===== src/bso_pkg.sv =====
package bso_pkg;
  localparam logic [7:0] PH_STANDBY = 8'h0c;
  localparam logic [7:0] PH_START = 8'h0a;
  localparam logic [7:0] PH_PURGE2 = 8'h0c;
  localparam logic [7:0] PH_DIRECT = 8'h4f;
  localparam logic [7:0] PH_HOME = 8'h01;
  localparam logic [7:0] ADDR_CFG = 8'h00;
  localparam logic [7:0] ADDR_STAT = 8'h04;
  localparam logic [7:0] ADDR_IRQ = 8'h08;
  localparam logic [7:0] ADDR_MASK = 8'h0c;
  localparam logic [7:0] ADDR_CTRL = 8'h10;
  localparam int CFG_DIRECT = 0;
  localparam int CFG_CONTPURGE = 1;
  localparam int CFG_PUMPDIRECT = 2;
  localparam int CFG_CONTPILOT = 3;
  localparam int CFG_OILFROMST = 4;
  localparam int CFG_GASPDIS = 5;
  localparam int CFG_XLTEST = 6;
  localparam int CFG_PREVALARM = 7;
  localparam int CFG_VPROVE = 8;
  localparam int CFG_SEPFLAME = 9;
  localparam logic [9:0] CFG_RESET = 10'h000;
  localparam int IRQ_W = 4;
  localparam int CLK_HZ = 100_000_000;
  localparam int RUNON_S = 15;
  localparam longint RUNON_CYC = longint'(RUNON_S) * longint'(CLK_HZ);
  localparam int PHASE_MAX_US = 1000;
  localparam int PHASE_MAX_CYC = PHASE_MAX_US * (CLK_HZ / 1_000_000);
endpackage


===== src/bso_runon.sv =====
`timescale 1ns/1ns
`default_nettype none
// Holds its output for a fixed number of cycles after its input falls.
module bso_runon #(
  parameter int unsigned CYCLES = 1500000000
) (
  // Clock and reset.
  input wire logic pclk,
  input wire logic presetn,
  // Request and held output.
  input wire logic level_in,
  output logic held_out
);
  logic [31:0] cnt_reg;
  initial begin
    if (CYCLES < 1) $error("run-on needs at least one cycle");
  end
  always_ff @(posedge pclk or negedge presetn) begin
    if (!presetn) begin
      cnt_reg <= 32'h0;
      held_out <= 1'b0;
    end else if (level_in) begin
      cnt_reg <= CYCLES[31:0];
      held_out <= 1'b1;
    end else if (cnt_reg != 32'h0) begin
      cnt_reg <= cnt_reg - 32'h1;
      held_out <= (cnt_reg != 32'h1);
    end else begin
      held_out <= 1'b0;
    end
  end
endmodule
`default_nettype wire


===== src/bso_top.sv =====
// The implementer's own choices: the APB slave port and the address map.
`timescale 1ns/1ns
`default_nettype none
module bso_top #(
  parameter int unsigned RUNON_CYCLES = 32'(bso_pkg::RUNON_CYC),
  parameter int unsigned PHASE_MAX_CYCLES = 32'(bso_pkg::PHASE_MAX_CYC)
) (
  // Clock and reset.
  input wire logic pclk,
  input wire logic presetn,
  // APB slave.
  input wire logic psel,
  input wire logic penable,
  input wire logic pwrite,
  input wire logic [7:0] paddr,
  input wire logic [31:0] pwdata,
  output logic [31:0] prdata,
  output logic pready,
  output logic pslverr,
  // Plant inputs, asynchronous.
  input wire logic ctrl_on_req,
  input wire logic purge_sup_in,
  input wire logic flame_in,
  input wire logic oil_low_pressure_in,
  input wire logic gas_low_pressure_in,
  input wire logic error_in,
  input wire logic prevent_start_in,
  input wire logic fan_demand_in,
  input wire logic lockout_postpurge_phase,
  input wire logic operating_in,
  input wire logic safety_time_1_done,
  input wire logic safety_time_2_done,
  input wire logic gas_pilot_oil_programs,
  input wire logic oil_fuel_in,
  // Plant outputs.
  output logic [7:0] phase_out,
  output logic fan_out,
  output logic pump_out,
  output logic pilot_out,
  output logic alarm_out,
  output logic valve_prove_out,
  output logic xlight_test_out,
  output logic oil_low_pressure_check,
  output logic gas_low_pressure_check,
  output logic [2:0] flame_sup_sel,
  output logic irq
);
  localparam int NS = 14;
  logic [NS-1:0] s1_reg, s2_reg;
  logic [NS-1:0] raw_in;
  logic on_s, sup_s, flame_s, oilp_s, gasp_s, err_s, prev_s, fan_s, lpp_s, op_s;
  logic st1_s, st2_s, gpo_s, oilf_s;
  localparam int IRQ_W_L = bso_pkg::IRQ_W;
  logic [9:0] cfg_reg, act_reg;
  logic [IRQ_W_L-1:0] stat_reg, mask_reg;
  logic start_req_reg, alarm_ack_reg;
  logic err_d_reg, suppress_reg, fan_prev_reg;
  logic [31:0] ph_cnt_reg;
  logic timeout_ev, start_ev, new_err_ev;
  logic wr, rd, runon_q;
  typedef enum logic [2:0] {SEQ_IDLE, SEQ_P10, SEQ_P12, SEQ_RUN, SEQ_HOME} bso_seq_t;
  bso_seq_t seq_reg;

  initial begin
    if (PHASE_MAX_CYCLES < 1) $error("phase maximum must be at least one cycle");
  end

  assign raw_in = {ctrl_on_req, purge_sup_in, flame_in, oil_low_pressure_in,
                   gas_low_pressure_in, error_in, prevent_start_in, fan_demand_in,
                   lockout_postpurge_phase, operating_in, safety_time_1_done,
                   safety_time_2_done, gas_pilot_oil_programs, oil_fuel_in};
  // Every plant input is asynchronous, so each passes two flip-flops first.
  always_ff @(posedge pclk or negedge presetn) begin
    if (!presetn) begin
      s1_reg <= '0;
      s2_reg <= '0;
    end else begin
      s1_reg <= raw_in;
      s2_reg <= s1_reg;
    end
  end
  assign {on_s, sup_s, flame_s, oilp_s, gasp_s, err_s, prev_s, fan_s, lpp_s, op_s,
          st1_s, st2_s, gpo_s, oilf_s} = s2_reg;

  assign wr = psel && penable && pwrite;
  assign rd = psel && !penable && !pwrite;
  // A check that passes in the last cycle still advances, so it is no timeout.
  assign timeout_ev = (seq_reg == SEQ_P10 || seq_reg == SEQ_P12) &&
                      (sup_s != act_reg[bso_pkg::CFG_CONTPURGE]) &&
                      (ph_cnt_reg == PHASE_MAX_CYCLES - 1);
  assign start_ev = start_req_reg && seq_reg == SEQ_IDLE;
  assign new_err_ev = err_s && !err_d_reg;

  // Register writes; a one clears status, but a same-cycle event wins.
  always_ff @(posedge pclk or negedge presetn) begin
    if (!presetn) begin
      cfg_reg <= bso_pkg::CFG_RESET;
      mask_reg <= '0;
      stat_reg <= '0;
      start_req_reg <= 1'b0;
      alarm_ack_reg <= 1'b0;
    end else begin
      start_req_reg <= 1'b0;
      alarm_ack_reg <= 1'b0;
      if (wr && paddr == bso_pkg::ADDR_CFG) cfg_reg <= pwdata[9:0];
      if (wr && paddr == bso_pkg::ADDR_MASK) mask_reg <= pwdata[IRQ_W_L-1:0];
      if (wr && paddr == bso_pkg::ADDR_CTRL) begin
        start_req_reg <= pwdata[0];
        alarm_ack_reg <= pwdata[1];
      end
      stat_reg <= (stat_reg & ~((wr && paddr == bso_pkg::ADDR_IRQ) ?
                  pwdata[IRQ_W_L-1:0] : '0)) |
                  {prev_s && seq_reg == SEQ_IDLE, new_err_ev, start_ev, timeout_ev};
    end
  end

  // Read data is registered in setup so the access phase answers at once.
  always_ff @(posedge pclk or negedge presetn) begin
    if (!presetn) begin
      prdata <= 32'h0;
      pready <= 1'b0;
      pslverr <= 1'b0;
      irq <= 1'b0;
    end else begin
      pready <= psel && !penable;
      pslverr <= psel && !penable && !(paddr inside {bso_pkg::ADDR_CFG, bso_pkg::ADDR_STAT,
                 bso_pkg::ADDR_IRQ, bso_pkg::ADDR_MASK, bso_pkg::ADDR_CTRL});
      irq <= |(stat_reg & mask_reg);
      if (rd) begin
        case (paddr)
          bso_pkg::ADDR_CFG: prdata <= {22'h0, cfg_reg};
          bso_pkg::ADDR_STAT: prdata <= {21'h0, seq_reg, phase_out};
          bso_pkg::ADDR_IRQ: prdata <= {28'h0, stat_reg};
          bso_pkg::ADDR_MASK: prdata <= {28'h0, mask_reg};
          default: prdata <= 32'h0;
        endcase
      end
    end
  end

  always_ff @(posedge pclk or negedge presetn) begin
    if (!presetn) act_reg <= bso_pkg::CFG_RESET;
    else if (start_ev) act_reg <= cfg_reg;
  end

  // Phase sequencer for the purge checks.
  always_ff @(posedge pclk or negedge presetn) begin
    if (!presetn) begin
      seq_reg <= SEQ_IDLE;
      ph_cnt_reg <= 32'h0;
      phase_out <= bso_pkg::PH_HOME;
    end else begin
      case (seq_reg)
        SEQ_IDLE: begin
          ph_cnt_reg <= 32'h0;
          if (start_ev) begin
            if (cfg_reg[bso_pkg::CFG_DIRECT] && on_s) begin
              seq_reg <= SEQ_RUN;
              phase_out <= bso_pkg::PH_DIRECT;
            end else begin
              seq_reg <= SEQ_P10;
              phase_out <= bso_pkg::PH_START;
            end
          end
        end
        SEQ_P10, SEQ_P12: begin
          if (sup_s == act_reg[bso_pkg::CFG_CONTPURGE]) begin
            ph_cnt_reg <= 32'h0;
            seq_reg <= (seq_reg == SEQ_P10) ? SEQ_P12 : SEQ_RUN;
            phase_out <= (seq_reg == SEQ_P10) ? bso_pkg::PH_PURGE2 : bso_pkg::PH_DIRECT;
          end else if (timeout_ev) begin
            seq_reg <= SEQ_HOME;
            phase_out <= bso_pkg::PH_HOME;
          end else begin
            ph_cnt_reg <= ph_cnt_reg + 32'h1;
          end
        end
        SEQ_RUN: if (!on_s) begin
          seq_reg <= SEQ_HOME;
          phase_out <= bso_pkg::PH_HOME;
        end
        SEQ_HOME: seq_reg <= SEQ_IDLE;
        default: seq_reg <= SEQ_IDLE;
      endcase
    end
  end

  // Pump run-on timer.
  bso_runon #(.CYCLES(RUNON_CYCLES)) u_runon (
    .pclk(pclk),
    .presetn(presetn),
    .level_in(fan_s && act_reg[bso_pkg::CFG_PUMPDIRECT]),
    .held_out(runon_q)
  );

  // Plant outputs, all registered.
  always_ff @(posedge pclk or negedge presetn) begin
    if (!presetn) begin
      fan_out <= 1'b0;
      fan_prev_reg <= 1'b0;
      pump_out <= 1'b0;
      pilot_out <= 1'b0;
      valve_prove_out <= 1'b0;
      xlight_test_out <= 1'b0;
      oil_low_pressure_check <= 1'b0;
      gas_low_pressure_check <= 1'b0;
      flame_sup_sel <= 3'h0;
    end else begin
      fan_out <= lpp_s ? fan_prev_reg : fan_s;
      if (!lpp_s) fan_prev_reg <= fan_s;
      pump_out <= runon_q;
      pilot_out <= !op_s ? 1'b0 : act_reg[bso_pkg::CFG_CONTPILOT];
      valve_prove_out <= act_reg[bso_pkg::CFG_VPROVE] && seq_reg == SEQ_P10;
      xlight_test_out <= act_reg[bso_pkg::CFG_XLTEST] && seq_reg == SEQ_IDLE && flame_s;
      oil_low_pressure_check <= oilp_s && (!act_reg[bso_pkg::CFG_OILFROMST] ||
                                (gpo_s ? st2_s : st1_s));
      gas_low_pressure_check <= gasp_s && !(act_reg[bso_pkg::CFG_GASPDIS] && gpo_s);
      flame_sup_sel <= act_reg[bso_pkg::CFG_SEPFLAME] ?
                       {oilf_s, op_s, seq_reg == SEQ_IDLE} : 3'h0;
    end
  end

  // Alarm output with one-shot suppression.
  always_ff @(posedge pclk or negedge presetn) begin
    if (!presetn) begin
      err_d_reg <= 1'b0;
      suppress_reg <= 1'b0;
      alarm_out <= 1'b0;
    end else begin
      err_d_reg <= err_s;
      if (new_err_ev || !err_s) suppress_reg <= 1'b0;
      else if (alarm_ack_reg) suppress_reg <= 1'b1;
      alarm_out <= (err_s && !suppress_reg && !new_err_ev) || (err_s && new_err_ev) ||
                   (prev_s && act_reg[bso_pkg::CFG_PREVALARM]);
    end
  end

  pump_fan_a: assert property (@(posedge pclk) disable iff (!presetn)
    act_reg[bso_pkg::CFG_PUMPDIRECT] && fan_s |-> ##2 pump_out)
    else $error("pump off while fan runs");
  purge_tout_a: assert property (@(posedge pclk) disable iff (!presetn)
    timeout_ev |=> phase_out == bso_pkg::PH_HOME)
    else $error("purge timeout did not return to phase 01");
  direct_start_a: assert property (@(posedge pclk) disable iff (!presetn)
    start_ev && cfg_reg[bso_pkg::CFG_DIRECT] && on_s |=> phase_out == bso_pkg::PH_DIRECT)
    else $error("direct start did not enter phase 79");
  new_err_a: assert property (@(posedge pclk) disable iff (!presetn)
    new_err_ev |=> alarm_out)
    else $error("new error not alarmed");
  prove_p10_a: assert property (@(posedge pclk) disable iff (!presetn)
    valve_prove_out |-> $past(seq_reg) == SEQ_P10)
    else $error("valve proving outside phase 10");
  gas_mask_a: assert property (@(posedge pclk) disable iff (!presetn)
    act_reg[bso_pkg::CFG_GASPDIS] && gpo_s && $stable(act_reg) |=> !gas_low_pressure_check)
    else $error("gas check not disabled");
  cfg_hold_a: assert property (@(posedge pclk) disable iff (!presetn)
    !start_ev |=> $stable(act_reg))
    else $error("options changed mid sequence");
  cont_purge_a: assert property (@(posedge pclk) disable iff (!presetn)
    seq_reg == SEQ_P10 && sup_s == act_reg[bso_pkg::CFG_CONTPURGE] |=> seq_reg == SEQ_P12)
    else $error("purge check did not advance");
endmodule
`default_nettype wire


===== config.mk =====
export PLATFORM = sky130hd
export DESIGN_NAME = bso_top
export DESIGN_NICKNAME = d
export VERILOG_FILES = /design/src/bso_pkg.sv /design/src/bso_runon.sv /design/src/bso_top.sv
export SDC_FILE = /design/constraint.sdc
export NUM_CORES = 1
export LEC_CHECK = 0
export ABC_AREA = 1
export BUFFER_PORTS_ARGS = -buffer_cell sky130_fd_sc_hd__buf_2
export CAP_MARGIN = 20
export CORE_MARGIN = 1
export CORE_UTILIZATION = 50
export CTS_CLUSTER_SIZE = 12
export DETAILED_ROUTE_END_ITERATION = 12
export PLACE_DENSITY = 0.8
export RECOVER_POWER = 100
export SKIP_LAST_GASP = 1
export SYNTH_ARGS = -nofsm -noshare
export SYNTH_HDL_FRONTEND = slang
export SYNTH_SLANG_ARGS = --single-unit
export TNS_END_PERCENT = 30

===== constraint.sdc =====
create_clock -name pclk -period 3.9 [get_ports pclk]
set_input_delay 0.195 -clock pclk [delete_from_list [all_inputs] [get_ports pclk]]
set_output_delay 0.195 -clock pclk [all_outputs]
set_load 0.1 [all_outputs]

==> impl_metrics.csv <==
group,metric,value,unit
outcome,status,"finished with violations",
outcome,violations,"capacitance limit, slew limit",
global_route,antenna_found_initial,0,
logic_synthesis,synth_top_cell_area_share,48.4,%
logic_synthesis,yosys_most_used_dff,"dfrtp_1",
sta,tightest_slew,2.48,ns
pwr,swShare,40.3,%
logic_synthesis,synth_area,8060,µm²
global_route,grt_overflow_total,0,
logic_synthesis,synth-edff-count,0,
drt,routed_wl,19200,µm
die,io-pin-count,113,
sta,tns,0,ns
pwr,ir_drop,0.387,mV
drt,vias,7171,
critical_path,worst_setup_path_end_kind,"register",
drt,drtIter0Drc,553,
sta,whs,0.00693,ns
sta,fmax,353,MHz
clock_network,holdBufCountCts,16,
sta,grt_setup_unrepaired,"false",
global_route,grt_pass1_vias,6659,
global_route,grt_pass1_wl,31900,µm
logic_synthesis,ys_ff_latch,157,
sta,finalHoldViolCount,0,
placed_design,hpwl,13200,µm
logic_synthesis,synthTopCellsByArea,"dfrtp_1, nand2_1, nor2_1",
pwr,switchingPower,2.11,mW
logic_synthesis,syn_avg_cell_area,7.55,µm²
critical_path,critPathMaxFanout,10,
critical_path,cp-start-kind,"register",
final_layout,antennaDiodeCount,0,
die,fp.dieH,129,µm
clock_network,numCtsBuffers,17,
pwr,p_per_area,572,nW/µm²
pwr,internal_power,3.12,mW
sta,fin_skew,0.00665,ns
clock_network,clock-sinks,157,
drt,post_drt_wl_per_cell,13.9,µm
clock_network,clock_latency,0.43,ns
sta,slew_viol_final,104,
pwr,p_clk_share,31.9,%
drt,route.antenna.remaining_nets,0,
clock_network,cts_tree,"built",
clock_network,post_cts_buffers,0,
sta,min_period_over_period,72.7,%
die,start_util,50.9,%
final_layout,final_core_util,57.8,%
final_layout,finalNetCount,1214,
global_route,grt.total_usage,24.8,%
pwr,combPwrFrac,28.9,%
placed_design,place_congestion,0.961,
min_path,min_path_type,"in2reg",
critical_path,required,4.22,ns
logic_synthesis,synth_area_leader_cell,"dfrtp_1",
clock_network,clockBufferDepth,2,
job,cap_violations,1,
logic_synthesis,synth.distinct_cells,41,
final_layout,areaGrowthSynthToFinish,13.6,%
pwr,p_leak,4.37,nW
final_layout,multi_input_area,3460,µm²
clock_network,clkTransAtPathRegs,0.07,ns
placed_design,numPortBuffers,66,
sta,slew_headroom,-65.1,%
global_route,grt_max_degree,104,
sta,setup_viol,0,
critical_path,rr_worst_depth,9,
drt,vias_per_cell,5.19,
critical_path,r2r_setup_slack,1.06,ns
critical_path,crit_arrival,3.16,ns
die,core-area,15800,µm²
die,die_w,129,µm
drt,drt_first_pass_iters,5,
pwr,seqPwrFrac,39.2,%
logic_synthesis,synth_cells,1067,
final_layout,drive_gt1_share,8.41,%
final_layout,seq_area,3930,µm²
min_path,holdPathStages,3,
logic_synthesis,ys_warn_count,0,
die,rows,46,
drt,drc,0,
clock_network,cts-root-buf,"clkbuf_16",
clock_network,cts_max_level,4,
critical_path,critPathKind,"reg2reg",
logic_synthesis,ys_async_sr_fraction,100,%
die,die-area,16600,µm²
clock_network,cts_resized,0,
logic_synthesis,yosysSeqAreaShare,48.8,%
sta,timing.final.crit_period,2.84,ns
final_layout,nFillCells,1431,
placed cells by master (no fill, tap or decap), types with 24 or more instances in the layout:
| cell type | instances |
|---|---|
| nand3_1 | 93 |
| nor2_1 | 171 |
| inv_1 | 110 |
| dfrtp_1 | 156 |
| conb_1 | 24 |
| clkbuf_1 | 32 |
| buf_2 | 33 |
| o21ai_0 | 54 |
| nand4_1 | 28 |
| nand2_1 | 322 |
layout make-up:
cell class	instances	share of cell area [%]
clock inverter	14	1.64
inverter	112	4.59
multi-input combinational	778	37.8
clock buffer	18	4.80
tap	216	2.95
timing repair buffer	86	5.25
sequential	157	42.9
layer usage:
metal | global-route usage [%] | vias to the layer above | wire [µm]
met3 | 4.86 | 35 | 1200
met1 | 32.6 | 3367 | 8440
li1 | - | 3520 | -
met5 | 0 | - | 0
met4 | 9.34 | 0 | 364
met2 | 40.9 | 249 | 9170
power groups by stage:
stage,Sequential (mW),Combinational [mW],Clock [mW]
floorplan,2.23,1.09,0
global placement,2.06,1.49,0
detailed placement,2.06,1.52,0
CTS,2.04,1.54,1.68
global route,2.08,1.70,1.74
finish,2.05,1.51,1.67
final timing paths:
| path | startpoint | endpoint |
|---|---|---|
| worst max-delay path | u_runon.cnt_reg[0] | u_runon.cnt_reg[19] |
| worst min-delay path | pwdata[5] | cfg_reg[5] |
| worst max register to register | u_runon.cnt_reg[0] | u_runon.cnt_reg[19] |
| worst min register to register | u_runon.held_out | pump_out |
| max in group asynchronous | presetn | phase_out[0] |
| min in group asynchronous | presetn | s1_reg[3] |
cells in the mapped netlist, types with 5 or more instances:
| library cell | instances |
|---|---|
| inv_1 | 109 |
| nand2_2 | 14 |
| buf_2 | 5 |
| o21ai_1 | 6 |
| o21bai_1 | 7 |
| or2_2 | 6 |
| nand4_1 | 28 |
| buf_4 | 25 |
| o21ai_2 | 8 |
| a21oi_1 | 13 |
| o21ai_0 | 48 |
| o31ai_1 | 5 |
| dfrtp_1 | 156 |
| nor3_1 | 12 |
| nand2_1 | 312 |
| nand3_1 | 92 |
| nor2_1 | 167 |
| clkbuf_1 | 9 |
| xor2_1 | 6 |
critical path, cell delays in order, from the launching register on:
cell	delay, ns
dfrtp_1	0.41
inv_1	0.09
ha_1	0.28
nand2_1	0.16
nor2_1	0.27
nand2_2	0.09
nor2_1	0.62
nand2_1	0.50
nand3b_1	0.21
nand2_1	0.06
through the flow:
stage / power [mW] / worst slack, ns / cell area (µm²) / cells
after detailed placement: 3.58 / 1.40 / 8500 / 1333
after CTS: 5.27 / 1.40 / 9250 / 1381
after global routing: 5.52 / 0.766 / 9150 / 1381
after global placement: 3.55 / 1.41 / 8500 / 1333
after floorplan: 3.31 / 2.17 / 8150 / 1090
final: 5.23 / 1.06 / 9150 / 1381
cells by family (layout without fill, tap and decap cells):
family | count (synthesis) | in the layout | synth area share (%)
simple gates | 650 | 650 | 34.4
fa+ha+maj | 3 | 3 | 0.466
mux | 1 | 1 | 0.140
other cells | 1 | 24 | 0.0465
xor+xnor | 7 | 7 | 0.761
buf+inv | 155 | 230 | 8.76
flops | 157 | 157 | 48.8
compound gates | 93 | 93 | 6.65
No activity file was read; power rests on OpenSTA's default activity.
